<file path="config.mk">
export PLATFORM = sky130hd
export DESIGN_NAME = adc_trigger_ctrl
export DESIGN_NICKNAME = d
export VERILOG_FILES = /design/src/adc_cal_engine.v /design/src/adc_trigger_ctrl.v
export VERILOG_INCLUDE_DIRS = /design/src
export SDC_FILE = /design/constraint.sdc
export NUM_CORES = 1
export LEC_CHECK = 0
export BUFFER_PORTS_ARGS = -buffer_cell sky130_fd_sc_hd__buf_2
export CAP_MARGIN = 30
export CORE_MARGIN = 4
export CORE_UTILIZATION = 50
export CTS_CLUSTER_DIAMETER = 150
export DETAILED_ROUTE_END_ITERATION = 8
export PLACE_DENSITY = 0.78
export SETUP_SLACK_MARGIN = 0.05
export SYNTH_ARGS = -nofsm -noshare
export SYNTH_HDL_FRONTEND = slang
export SYNTH_SLANG_ARGS = --single-unit
</file>
<file path="constraint.sdc">
create_clock -name CLOCK_IN -period 2.1 [get_ports CLOCK_IN]
set_clock_uncertainty 0.15 [all_clocks]
set_input_delay 0.105 -clock CLOCK_IN [delete_from_list [all_inputs] [get_ports CLOCK_IN]]
set_output_delay 0.105 -clock CLOCK_IN [all_outputs]
set_load 0.005 [all_outputs]
</file>
<file path="src/adc_ctrl_regs.vh">
// Register offsets, field positions, reset values and timing for converter control
`ifndef ADC_CTRL_REGS_VH
`define ADC_CTRL_REGS_VH

`define OFS_TRIG_CTRL 12'h000
`define OFS_CAL 12'h004
`define OFS_IRQ_STATUS 12'h008
`define OFS_IRQ_MASK 12'h00C
`define OFS_CORE_STATUS 12'h010

`define TRIG_CTRL_RESET 16'h0000
`define CAL_RESET 16'h0000

`define F_REFERENCE_SELECT_HI 15
`define F_REFERENCE_SELECT_LO 13
`define F_SUSPEND 12
`define F_HOLD_IRQ_EN 11
`define F_HOLD_DONE 10
`define F_SHR_SAMP 9
`define F_CH_TRIG 8
`define F_LVL_TRIG 7
`define F_PULSE_TRIG 6
`define F_CHSEL_HI 5

`define F_C1_DONE 15
`define F_C1_DIFF 10
`define F_C1_EN 9
`define F_C1_START 8
`define F_C0_DONE 7
`define F_C0_DIFF 2
`define F_C0_EN 1
`define F_C0_START 0

`define IRQ_HOLD_DONE 0
`define IRQ_CAL0_DONE 1
`define IRQ_CAL1_DONE 2

`define CAL_TIME_NS 1000
`define CLK_PERIOD_NS 8
`define CAL_CYCLES ((`CAL_TIME_NS + `CLK_PERIOD_NS - 1) / `CLK_PERIOD_NS)

`endif

</file>
<file path="src/adc_cal_engine.v">
// Calibration sequencer for one dedicated converter core
`timescale 1ns/100ps
`default_nettype none

module adc_cal_engine
(
    input wire clk_in,
    input wire rst_in,
    input wire start_in,
    output reg busy_out,
    output reg done_out
);

`include "adc_ctrl_regs.vh"

localparam [31:0] CAL_COUNT_FULL = `CAL_CYCLES;
localparam [7:0] CAL_COUNT = CAL_COUNT_FULL[7:0];

reg [7:0] count_reg;

// Runs a fixed-length cycle, pulses done at its end
always @(posedge clk_in)
begin
    if (rst_in)
    begin
        count_reg <= 8'h00;
        busy_out <= 1'b0;
        done_out <= 1'b0;
    end
    else
    begin
        done_out <= 1'b0;
        if (start_in && !busy_out)
        begin
            busy_out <= 1'b1;
            count_reg <= CAL_COUNT;
        end
        else if (busy_out)
        begin
            if (count_reg == 8'h01)
            begin
                busy_out <= 1'b0;
                done_out <= 1'b1;
            end
            count_reg <= count_reg - 8'h01;
        end
    end
end

endmodule // adc_cal_engine

`default_nettype wire

</file>
<file path="src/adc_trigger_ctrl.v">
// Converter trigger, suspend and calibration control with APB registers
// Operation
// - Reference select code 000 picks analog supply pair; other codes unused.
// - Suspend bit set blocks every new trigger to all cores.
// - Suspend interrupt enable raises common interrupt when hold-done flag sets.
// - Hold-done flag reads 1 only while suspended with no conversion running.
// - Direct sampling bit connects selected channel to shared core, keeps sampling.
// - Single-channel trigger issues one trigger, self-clears next cycle.
// - Level common trigger continuously triggers while set.
// - Pulse common trigger issues one trigger, self-clears next cycle.
// - Six-bit channel select names the channel for single-channel trigger.
// - Calibration enable gates access to ready, mode and start bits.
// - Calibration mode bit: 1 differential, 0 single-ended.
`timescale 1ns/100ps
`default_nettype none

module adc_trigger_ctrl
(
    input wire CLOCK_IN,
    input wire RST_IN,
    input wire PSEL_IN,
    input wire PENABLE_IN,
    input wire PWRITE_IN,
    input wire [11:0] PADDR_IN,
    input wire [31:0] PWDATA_IN,
    output reg [31:0] PRDATA_OUT,
    output reg PREADY_OUT,
    output reg PSLVERR_OUT,
    input wire [4:0] CORE_BUSY_IN,
    output reg [2:0] REF_SELECT_OUT,
    output reg CH_TRIGGER_OUT,
    output reg [5:0] CHANNEL_SELECT_OUT,
    output reg PULSE_COMMON_TRIGGER_OUT,
    output reg LEVEL_COMMON_TRIGGER_OUT,
    output reg SHARED_SAMPLE_OUT,
    output reg CORE0_CAL_RUN_OUT,
    output reg CORE0_CAL_DIFF_OUT,
    output reg CORE1_CAL_RUN_OUT,
    output reg CORE1_CAL_DIFF_OUT,
    output reg IRQ_OUT
);

`include "adc_ctrl_regs.vh"

function addr_hit;
    input [11:0] a;
    input [11:0] ofs;
    begin
        addr_hit = (a == ofs);
    end
endfunction

// Per-core calibration byte, ready low while started or running
function [7:0] cal_byte;
    input en;
    input busy;
    input diff;
    input start;
    begin
        cal_byte = 8'h00;
        cal_byte[7] = en & ~busy & ~start;
        cal_byte[2] = diff;
        cal_byte[1] = en;
        cal_byte[0] = start;
    end
endfunction

// Mode and start bits are writable with the old or the new enable
function cal_access;
    input old_en;
    input new_en;
    begin
        cal_access = old_en || new_en;
    end
endfunction

// A software trigger reaches the cores only while not suspended
function trig_gate;
    input request;
    input hold;
    begin
        trig_gate = request && !hold;
    end
endfunction

reg [15:0] trig_ctrl_reg;
reg [15:0] cal_reg;
reg [2:0] irq_status_reg;
reg [2:0] irq_mask_reg;
reg hold_done_prev_reg;
reg [15:0] trig_ctrl_next;
reg [31:0] rdata_next;

wire acc = PSEL_IN && PENABLE_IN && PREADY_OUT;
wire wr = acc && PWRITE_IN;
wire access_first = PSEL_IN && PENABLE_IN && !PREADY_OUT;
wire hit_trig = addr_hit(PADDR_IN, `OFS_TRIG_CTRL);
wire hit_cal = addr_hit(PADDR_IN, `OFS_CAL);
wire hit_ist = addr_hit(PADDR_IN, `OFS_IRQ_STATUS);
wire hit_imk = addr_hit(PADDR_IN, `OFS_IRQ_MASK);
wire hit_cst = addr_hit(PADDR_IN, `OFS_CORE_STATUS);
wire mapped = hit_trig || hit_cal || hit_ist || hit_imk || hit_cst;

wire suspend = trig_ctrl_reg[`F_SUSPEND];
wire any_busy = |CORE_BUSY_IN;
wire hold_done = suspend && !any_busy;
wire c0_busy;
wire c1_busy;
wire c0_done;
wire c1_done;
wire hold_event = hold_done && !hold_done_prev_reg
    && trig_ctrl_reg[`F_HOLD_IRQ_EN];
wire [2:0] irq_set = {c1_done, c0_done, hold_event};
wire [2:0] irq_clear = (wr && hit_ist) ? PWDATA_IN[2:0] : 3'h0;

adc_cal_engine cal0
(
    .clk_in(CLOCK_IN),
    .rst_in(RST_IN),
    .start_in(cal_reg[`F_C0_START]),
    .busy_out(c0_busy),
    .done_out(c0_done)
);

adc_cal_engine cal1
(
    .clk_in(CLOCK_IN),
    .rst_in(RST_IN),
    .start_in(cal_reg[`F_C1_START]),
    .busy_out(c1_busy),
    .done_out(c1_done)
);

// Readback view with hardware flags merged in
wire [15:0] trig_view = {trig_ctrl_reg[15:11], hold_done,
    trig_ctrl_reg[9:0]};
wire [15:0] cal_view = {
    cal_byte(cal_reg[`F_C1_EN], c1_busy, cal_reg[`F_C1_DIFF],
        cal_reg[`F_C1_START]),
    cal_byte(cal_reg[`F_C0_EN], c0_busy, cal_reg[`F_C0_DIFF],
        cal_reg[`F_C0_START])};

// Next value of the trigger control register
always @*
begin
    trig_ctrl_next = trig_ctrl_reg;
    trig_ctrl_next[`F_CH_TRIG] = 1'b0;
    trig_ctrl_next[`F_PULSE_TRIG] = 1'b0;
    trig_ctrl_next[`F_HOLD_DONE] = 1'b0;
    if (wr && hit_trig)
    begin
        trig_ctrl_next[15:11] = PWDATA_IN[15:11];
        trig_ctrl_next[9:0] = PWDATA_IN[9:0];
    end
end

// Read data of the addressed register
always @*
begin
    rdata_next = 32'h00000000;
    case (PADDR_IN)
        `OFS_TRIG_CTRL:
            rdata_next = {16'h0000, trig_view};
        `OFS_CAL:
            rdata_next = {16'h0000, cal_view};
        `OFS_IRQ_STATUS:
            rdata_next = {29'h0000000, irq_status_reg};
        `OFS_IRQ_MASK:
            rdata_next = {29'h0000000, irq_mask_reg};
        `OFS_CORE_STATUS:
            rdata_next = {27'h0000000, CORE_BUSY_IN};
        default:
            rdata_next = 32'h00000000;
    endcase
end

// Trigger control register
always @(posedge CLOCK_IN)
begin
    if (RST_IN)
    begin
        trig_ctrl_reg <= `TRIG_CTRL_RESET;
    end
    else
    begin
        trig_ctrl_reg <= trig_ctrl_next;
    end
end

// Calibration register; access bits need the enable bit
always @(posedge CLOCK_IN)
begin
    if (RST_IN)
    begin
        cal_reg <= `CAL_RESET;
    end
    else
    begin
        if (c1_busy)
        begin
            cal_reg[`F_C1_START] <= 1'b0;
        end
        if (c0_busy)
        begin
            cal_reg[`F_C0_START] <= 1'b0;
        end
        if (wr && hit_cal)
        begin
            cal_reg[`F_C1_EN] <= PWDATA_IN[`F_C1_EN];
            cal_reg[`F_C0_EN] <= PWDATA_IN[`F_C0_EN];
            if (cal_access(cal_reg[`F_C1_EN], PWDATA_IN[`F_C1_EN]))
            begin
                cal_reg[`F_C1_DIFF] <= PWDATA_IN[`F_C1_DIFF];
                cal_reg[`F_C1_START] <= PWDATA_IN[`F_C1_START] & ~c1_busy;
            end
            if (cal_access(cal_reg[`F_C0_EN], PWDATA_IN[`F_C0_EN]))
            begin
                cal_reg[`F_C0_DIFF] <= PWDATA_IN[`F_C0_DIFF];
                cal_reg[`F_C0_START] <= PWDATA_IN[`F_C0_START] & ~c0_busy;
            end
        end
    end
end

// Sticky event flags, set wins over write-one-to-clear
always @(posedge CLOCK_IN)
begin
    if (RST_IN)
    begin
        irq_status_reg <= 3'h0;
        irq_mask_reg <= 3'h0;
        hold_done_prev_reg <= 1'b0;
    end
    else
    begin
        hold_done_prev_reg <= hold_done;
        if (wr && hit_imk)
        begin
            irq_mask_reg <= PWDATA_IN[2:0];
        end
        irq_status_reg <= (irq_status_reg & ~irq_clear) | irq_set;
    end
end

// Registered outputs toward the converter cores and the interrupt output
always @(posedge CLOCK_IN)
begin
    if (RST_IN)
    begin
        REF_SELECT_OUT <= 3'h0;
        CH_TRIGGER_OUT <= 1'b0;
        CHANNEL_SELECT_OUT <= 6'h00;
        PULSE_COMMON_TRIGGER_OUT <= 1'b0;
        LEVEL_COMMON_TRIGGER_OUT <= 1'b0;
        SHARED_SAMPLE_OUT <= 1'b0;
        CORE0_CAL_RUN_OUT <= 1'b0;
        CORE0_CAL_DIFF_OUT <= 1'b0;
        CORE1_CAL_RUN_OUT <= 1'b0;
        CORE1_CAL_DIFF_OUT <= 1'b0;
        IRQ_OUT <= 1'b0;
    end
    else
    begin
        REF_SELECT_OUT <= trig_ctrl_reg[`F_REFERENCE_SELECT_HI:`F_REFERENCE_SELECT_LO];
        CHANNEL_SELECT_OUT <= trig_ctrl_reg[`F_CHSEL_HI:0];
        CH_TRIGGER_OUT <= trig_gate(trig_ctrl_reg[`F_CH_TRIG],
            suspend);
        PULSE_COMMON_TRIGGER_OUT <= trig_gate(trig_ctrl_reg[`F_PULSE_TRIG],
            suspend);
        LEVEL_COMMON_TRIGGER_OUT <= trig_gate(trig_ctrl_reg[`F_LVL_TRIG],
            suspend);
        SHARED_SAMPLE_OUT <= trig_ctrl_reg[`F_SHR_SAMP];
        CORE0_CAL_RUN_OUT <= c0_busy;
        CORE0_CAL_DIFF_OUT <= cal_reg[`F_C0_DIFF];
        CORE1_CAL_RUN_OUT <= c1_busy;
        CORE1_CAL_DIFF_OUT <= cal_reg[`F_C1_DIFF];
        IRQ_OUT <= |(irq_status_reg & irq_mask_reg);
    end
end

// APB slave: one wait state, error on unmapped address
always @(posedge CLOCK_IN)
begin
    if (RST_IN)
    begin
        PREADY_OUT <= 1'b0;
        PSLVERR_OUT <= 1'b0;
        PRDATA_OUT <= 32'h00000000;
    end
    else
    begin
        PREADY_OUT <= access_first;
        PSLVERR_OUT <= access_first && !mapped;
        PRDATA_OUT <= 32'h00000000;
        if (access_first && !PWRITE_IN)
        begin
            PRDATA_OUT <= rdata_next;
        end
    end
end

endmodule // adc_trigger_ctrl

`default_nettype wire

</file>
==> flow_summary.ini, run 1 <==
[floorplanning]
die-area_um2 = 8300
core_area_um2 = 6756
initial_core_util = 0.5111
rows = 30
ios = 106
die_h_um = 91.11
die_w_um = 91.11

[sta]
clock.fmax_mhz = 530.4
period_minus_slack_ns = 1.885
slew_violations = 0
rsz0062_at_grt = false
hold_ws_ns = -0.01389
fin_ws_ns = 0.2147
setup_viol = 0
hold_viol = 1
setup_tns_ns = 0
fin_crit_sh = 0.8978

[setup_path]
r2r-start = PREADY_OUT$_SDFF_PP0_
worstPathArrival_ns = 2.03
required_ns = 2.24
start_kind = input pin
r2r-end = PRDATA_OUT[4]$_SDFF_PP0_
crit_type = input pin to flop
critPathLaunch = PWRITE_IN
path_max_fanout = 4
reg2reg_slack_ns = 0.27
crit_path_end_kind = flop
reg2regPathDepth = 4

[clocking]
cts_tree = done
clk_latency_ns = 0.35
cts.htree.levels = 3
clock-sinks = 84
clkSlewWorstSetupHoldPaths_ns = 0.08
clock_path_buffers = 2
cts_root_buf = clkbuf_8
cts_buffers = 9

[drt]
vias = 2882
drtIter0Drc = 179
wl_um = 8052
drc = 0
firstDrtPassIters = 5
avgViaCountPerCell = 5.298
ant_nets = 0
wire_per_inst_um = 14.80

[final_layout]
num_antenna_cells = 0
final_common_cell = dfxtp_1
largest_reg_flops = 16
mostFrequentLayoutCells = dfxtp_1, buf_2, nor2_1, dlygate4sd3_1, nor2b_1
final_core_util = 0.6398
area_growth_pct = 25.18
nets = 517
post_route_cells_drive_above_1_share = 0.2522

[min_path]
min-delay-start = PADDR_IN[1]
holdPathStages = 4
worstHoldPathType = input pin to flop
hold_end = PRDATA_OUT[1]$_SDFF_PP0_

[synth]
seq_area_frac_synth = 0.4870
yosysTopAreaCell = dfxtp_1
synth_top_area_frac = 0.4870
yosys-top-cells-area = dfxtp_1, nor2b_1, buf_4, nor2_1, mux2i_1
ys_ff_latch = 84
synth_warnings = 0
netlist_area_um2 = 3453
synthArstFlopShare = 0
syn-instance-count = 360
synthDistinctLibCells = 49
synth_ff_type = dfxtp_1
synth_edf_count = 0
syn_area_per_cell_um2 = 9.593

[grt]
grt_antenna_before_repair = 0
grt.total_usage = 0.2010
gr-total-overflow = 0
first_global_vias = 2850
grt_max_degree = 39
grt_pass1_wl_um = 13500

[power]
power_density_nw_per_um2 = 721.2
peakVddDrop_v = 0.0004361
p_leak_nw = 1.824

[placement]
routabilityCongestion = 0.8476
dp_hpwl_um = 5372
portBuffers = 73
place_ws_ns = 0.3776

[job]
drv_cap = 0

[run_status]
status = finished with violations
violations = hold timing
stage by stage:
step / hold WS [ns] / instance area (um^2) / power (mW) / instances
after floorplan: 0.03592 / 3510 / 1.722 / 375
after global placement: 0.2140 / 3782 / 1.753 / 499
after detailed placement: 0.2229 / 3782 / 1.755 / 499
after CTS: 0.001611 / 4322 / 3.126 / 545
after global routing: 0.01765 / 4323 / 3.210 / 544
final: -0.01389 / 4323 / 3.118 / 544
critical path: stages:
cell and delay, ns:
dlygate4sd3_1 0.53, buf_2 0.13, nor4_2 0.38, nand4_1 0.19
nor2_1 0.13, dlygate4sd3_1 0.56
timing repair:
action	in CTS	in global routing
hold buffers	30	0
setup endpoints to repair	0	5
endpoints found under the hold margin	31	0
setup buffers	0	1
resized for setup	0	6
layout make-up:
class | count | area, um^2
multi-input combinational | 246 | 1555
inverter | 9 | 33.78
sequential | 84 | 1689
clock buffer | 9 | 123.9
clock inverter | 7 | 115.1
tap | 80 | 100.1
timing repair buffer | 109 | 705.7
fill | 563 | 2434
cells in the mapped netlist, types with 4 or more instances:
library cell,number
nor2b_1,21
nor2_1,28
buf_6,4
nand3_1,17
o21ai_0,16
buf_2,5
dfxtp_1,84
buf_4,17
and2_1,13
nand2_1,19
inv_1,9
a311oi_1,5
a31oi_1,4
clkbuf_1,6
a211oi_1,11
ha_1,4
a21oi_1,17
nand2b_1,4
nor3_1,18
mux2i_1,9
per-layer routing:
layer / GRT usage / vias up / share of wire
met4: 0.08291 / 0 / 0.017
met5: 0 / - / 0
li1: - / 1420 / -
met3: 0.04060 / 14 / 0.064
met2: 0.3409 / 111 / 0.48
met1: 0.2483 / 1337 / 0.44
cell families after synthesis:
family	count (synthesis)	synth area share
simple gates	147	0.2446
flops	84	0.4870
compound gates	61	0.1105
buf+inv	45	0.08079
mux	13	0.04891
xor+xnor	5	0.01268
fa+ha+maj	4	0.01449
other cells	1	0.001086
worst max path at each step:
stage	end	cells after the start
6_report	PRDATA_OUT[4]$_SDFF_PP0_	6
5_1_grt	PRDATA_OUT[4]$_SDFF_PP0_	6
4_1_cts	PRDATA_OUT[1]$_SDFF_PP0_	5
3_5_place_dp	trig_ctrl_reg[7]$_SDFFE_PP0P_	5
3_3_place_gp	trig_ctrl_reg[1]$_SDFFE_PP0P_	4
2_1_floorplan	cal_reg[10]$_SDFFE_PP0P_	5
report_power, final:
part	total (mW)	internal, mW	switching [mW]
Combinational	0.164	0.0764	0.0881
Sequential	1.59	1.59	0.00141
Clock	1.36	0.785	0.576
No activity file was read; power rests on OpenSTA's default activity.
==> inputs of run 2 (changes only) <==
--- a/config.mk
+++ b/config.mk
@@ -14,4 +14,5 @@
 export DETAILED_ROUTE_END_ITERATION = 8
 export PLACE_DENSITY = 0.78
+export REMOVE_ABC_BUFFERS = 1
 export SETUP_SLACK_MARGIN = 0.05
 export SYNTH_ARGS = -nofsm -noshare
==> constraint.sdc (replaced) <==
create_clock -name CLOCK_IN -period 2.1 [get_ports CLOCK_IN]
set_clock_uncertainty 0.15 [all_clocks]
set_input_delay 0 -clock CLOCK_IN [delete_from_list [all_inputs] [get_ports CLOCK_IN]]
set_output_delay 0 -clock CLOCK_IN [all_outputs]
set_load 0.005 [all_outputs]
==> run 2 against run 1 <==
Net effect:
- highest routed layer unchanged
- first-iteration DRC count is 35% lower
- wire length is 5.5% higher
- clock-buffer cell count stayed put
- sequential power hardly changed
- non-clock buffer count is 10 higher
- the flow now finishes without violations
- combinational power is 11% higher
- sequential cell count stayed put
- global-route usage is 0.71 points higher
==> flow_summary.ini, run 2 (synthesis results as in run 1) <==
[run_status]
status = complete, no violations

[drt]
drc = 0
drtIter0Drc = 116
vias = 2917
wl_um = 8491
wire_per_inst_um = 15.33
avgViaCountPerCell = 5.265
firstDrtPassIters = 5
ant_nets = 0

[final_layout]
post_route_cells_drive_above_1_share = 0.2426
num_antenna_cells = 0
mostFrequentLayoutCells = dfxtp_1, buf_2, dlygate4sd3_1
largest_reg_flops = 16
area_growth_pct = 27.36
final_core_util = 0.6509
nets = 527
final_common_cell = dfxtp_1
final_area_um2 = 4398

[clocking]
clkSlewWorstSetupHoldPaths_ns = 0.09
cts_tree = done
cts_root_buf = clkbuf_8
clock_path_buffers = 2
clk_latency_ns = 0.35
cts_buffers = 9
clock-sinks = 84
cts.htree.levels = 3

[min_path]
worstHoldPathType = input pin to flop

[setup_path]
crit_type = flop to flop
worstPathArrival_ns = 2.11
required_ns = 2.20
crit_slowest_cell = dlygate4sd3_1
crit_path_end_kind = flop
path_max_fanout = 6
crit_chain = mux4_2, and2b_2, a31oi_1, nor2_1, dlygate4sd3_1
start_kind = flop
max_stage_delay_ns = 0.54

[floorplanning]
die_h_um = 91.11
rows = 30
die-area_um2 = 8300
core_area_um2 = 6756
ios = 106
die_w_um = 91.11
initial_core_util = 0.5111

[grt]
grt_max_degree = 33
grt_pass1_wl_um = 13900
first_global_vias = 2992
grt_antenna_before_repair = 0
grt.total_usage = 0.2081
gr-total-overflow = 0

[sta]
setup_tns_ns = 0
slew_violations = 0
fin_ws_ns = 0.08403
period_minus_slack_ns = 2.016
clock.fmax_mhz = 496.0
fin_crit_sh = 0.9600
hold_viol = 0
setup_viol = 0
rsz0062_at_grt = false

[job]
drv_cap = 0

[power]
peakVddDrop_v = 0.0003682
power_density_nw_per_um2 = 674.6
p_total_mw = 2.967
p_leak_nw = 1.873

[placement]
portBuffers = 73
place_ws_ns = 0.2688
routabilityCongestion = 0.8356
post_dp_cell_area_um2 = 3790
dp_hpwl_um = 5366
run 2: cell count changes in the layout (fill, tap and decap cells not counted), sizes merged:
cell / delta
inv: +2
clkinvlp: -2
dlymetal6s4s: +1
dlygate4sd3: +9
bufinv: -2
clkinv: +2
run 2: worst paths after layout:
kind / from / end / slack (ns) / cells after the start
worst max-delay path: cal_reg[0]$_SDFF_PP0_ / PRDATA_OUT[0]$_SDFF_PP0_ / 0.08 / 5
worst min-delay path: PADDR_IN[2] / PRDATA_OUT[7]$_SDFF_PP0_ / 0.02 / 4
worst max register to register: cal_reg[0]$_SDFF_PP0_ / PRDATA_OUT[0]$_SDFF_PP0_ / 0.08 / 5
worst min register to register: cal1.done_out$_SDFF_PP0_ / irq_status_reg[2]$_SDFF_PP0_ / 0.29 / 2
run 2: worst max-delay path: cells and delay by family (launching register included):
kind,cells,cell delay [ns]
and+or+nand+nor,2,0.25
muxes,1,0.45
buffers and inverters,1,0.54
AOI/OAI and AO/OA,1,0.15
DFF,1,0.37
run 2: per-stage QoR:
step	std cells	hold WS, ns
3_3_place_gp	500	0.1128
6_report	554	0.02014
5_1_grt	554	0.04553
3_5_place_dp	500	0.1065
2_1_floorplan	339	-0.08093
4_1_cts	556	0.003527
run 2: what timing repair did:
action,CTS,global route
setup buffers,0,0
hold buffers,40,0
gates resized for setup,0,6
endpoints found under the hold margin,40,0
setup endpoints to repair,0,7
run 2: per-layer routing:
metal	part of all wire	track usage
met1	0.41	0.2308
met4	0.024	0.09422
met5	0	0
met3	0.054	0.05385
met2	0.51	0.3709
run 2: layout make-up:
| cell class | instances | area [um^2] |
|---|---|---|
| Multi-Input combinational cell | 246 | 1562 |
| Inverter | 9 | 33.78 |
| Fill cell | 496 | 2359 |
| Sequential cell | 84 | 1683 |
| Tap cell | 80 | 100.1 |
| Timing Repair Buffer | 119 | 810.8 |
| Clock inverter | 7 | 85.08 |
| Clock buffer | 9 | 123.9 |
run 2: where the power goes:
group	total [mW]	switching [mW]	internal, mW
clock	1.19	0.621	0.570
combinational	0.182	0.0942	0.0882
sequential	1.59	0.00104	1.59
total	2.97	0.716	2.25
==> inputs of run 3 (changes only) <==
Settings changed: CORE_MARGIN 4 to 2, CORE_UTILIZATION 50 to 46, PLACE_DENSITY 0.78 to 0.76.
Clock period 2.1 ns to 1.8 ns, I/O delays scaled along.
==> run 3 against run 2 <==
Net effect:
- the flow now finishes with violations (hold timing)
- setup slack better by 0.015 ns
- wire length down 7.9%
- sequential share of layout area down 0.42 points
- utilization down 3.8 points
- register-to-register slack better by 0.11 ns
- via count down 1.2%
- critical path depth up 1
- die area down 1.0%
- global-route usage down 1.3 points
- power up 17%
- critical path type is now input pin to flop
- critical endpoint is now irq_mask_reg[0]$_SDFFE_PP0P_
- hold slack worse by 0.024 ns
- design area up 1.0%
==> flow_summary.ini, run 3 (synthesis results as in run 1) <==
[clocking]
clkSlewWorstSetupHoldPaths_ns = 0.09
cts.htree.levels = 3
cts_root_buf = clkbuf_8
clk_latency_ns = 0.36
cts_buffers = 9
clock-sinks = 84
clock_path_buffers = 2
cts_tree = done

[sta]
clock.fmax_mhz = 588.0
fin_ws_ns = 0.09927
setup_viol = 0
slew_violations = 0
hold_ws_ns = -0.004150
fin_crit_sh = 0.9448
hold_viol = 1
rsz0062_at_grt = true
period_minus_slack_ns = 1.701

[final_layout]
area_growth_pct = 28.66
mostFrequentLayoutCells = dfxtp_1, buf_2, dlygate4sd3_1
num_antenna_cells = 0
largest_reg_flops = 16
final_area_um2 = 4443
post_route_cells_drive_above_1_share = 0.2490
fin_cells = 577
final_common_cell = dfxtp_1
nets = 531

[grt]
grt_pass1_wl_um = 12900
first_global_vias = 2769
grt_max_degree = 58
grt_antenna_before_repair = 0
grt.total_usage = 0.1953
gr-total-overflow = 0

[floorplanning]
die-area_um2 = 8217
rows = 31
ios = 106
die_h_um = 90.65
die_w_um = 90.65
initial_core_util = 0.4761
core_area_um2 = 7253

[drt]
wl_um = 7817
wire_per_inst_um = 13.55
drtIter0Drc = 201
vias = 2882
drc = 0
firstDrtPassIters = 4
avgViaCountPerCell = 4.995
ant_nets = 0

[placement]
portBuffers = 73
dp_hpwl_um = 5183
post_dp_cell_area_um2 = 3856
place_ws_ns = 0.1341
dp.cells = 523
routabilityCongestion = 0.8682

[setup_path]
path_max_fanout = 6
critPathLaunch = PADDR_IN[7]
crit_type = input pin to flop
reg2regPathDepth = 4
required_ns = 1.93
start_kind = input pin
worstPathArrival_ns = 1.83
reg2reg_slack_ns = 0.19
crit_path_end_kind = flop
r2r-end = irq_mask_reg[0]$_SDFFE_PP0P_
endpoint = irq_mask_reg[0]$_SDFFE_PP0P_
r2r-start = PREADY_OUT$_SDFF_PP0_

[power]
peakVddDrop_v = 0.0005372
p_leak_nw = 1.877
power_density_nw_per_um2 = 780.2

[run_status]
status = finished with violations
violations = hold timing

[job]
drv_cap = 0

[min_path]
worstHoldPathType = input pin to flop
## run 3: layout make-up
class	count	area (um^2)
clock buffers	9	123.9
clock inverters	7	81.33
fillers	586	2810
inverters	9	33.78
multi-input cells	246	1551
flip-flops and latches	84	1682
well taps	99	123.9
repair buffers	123	847.1
## run 3: routing by layer
metal,vias to the layer above,part of all wire,global-route usage
met1,1317,0.43,0.2291
met4,0,0.017,0.06923
met5,-,0,0
met3,17,0.054,0.04674
li1,1452,-,-
met2,96,0.50,0.3464
## run 3: through the flow
stage	power [mW]	hold slack, ns	setup TNS [ns]	util
2_1_floorplan	1.950	-0.08093	-0.02673	-
3_3_place_gp	2.055	0.1139	0	0.5317
3_5_place_dp	2.056	0.1184	0	0.5317
4_1_cts	3.485	0.002582	0	0.6082
5_1_grt	3.593	0.01700	0	0.6126
6_report	3.466	-0.004150	0	0.6126
## run 3: worst min path at each step
stage,startpoint,to,slack (ns),cells past startpoint
after detailed placement,PWDATA_IN[3],trig_ctrl_reg[3]$_SDFFE_PP0P_,0.12,3
after global routing,PADDR_IN[9],cal_reg[0]$_SDFF_PP0_,0.02,5
after global placement,PWDATA_IN[3],trig_ctrl_reg[3]$_SDFFE_PP0P_,0.11,3
final,PADDR_IN[9],cal_reg[0]$_SDFF_PP0_,-0.004,5
after floorplan,RST_IN,cal_reg[1]$_SDFFE_PP0P_,-0.08,1
after CTS,PADDR_IN[9],PRDATA_OUT[4]$_SDFF_PP0_,0.003,5
## run 3: power breakdown
part / internal (mW) / switching (mW) / leakage, nW
Clock: 0.665 / 0.724 / 0.107
Combinational: 0.110 / 0.109 / 1.09
Sequential: 1.86 / 0.000936 / 0.676
Total: 2.63 / 0.833 / 1.88
## run 3: repair_timing
item	4_1_cts	5_1_grt
hold endpoints to repair	44	2
gates resized for setup	0	3
buffers inserted	0	2
endpoints found under the setup margin	0	20
hold buffers	35	1
## run 3: worst max-delay path, cell delays in order
cell           delay, ns
dlygate4sd3_1       0.55
buf_2               0.14
nor4_4              0.32
and4_4              0.31
and3_1              0.27
mux2i_1             0.23
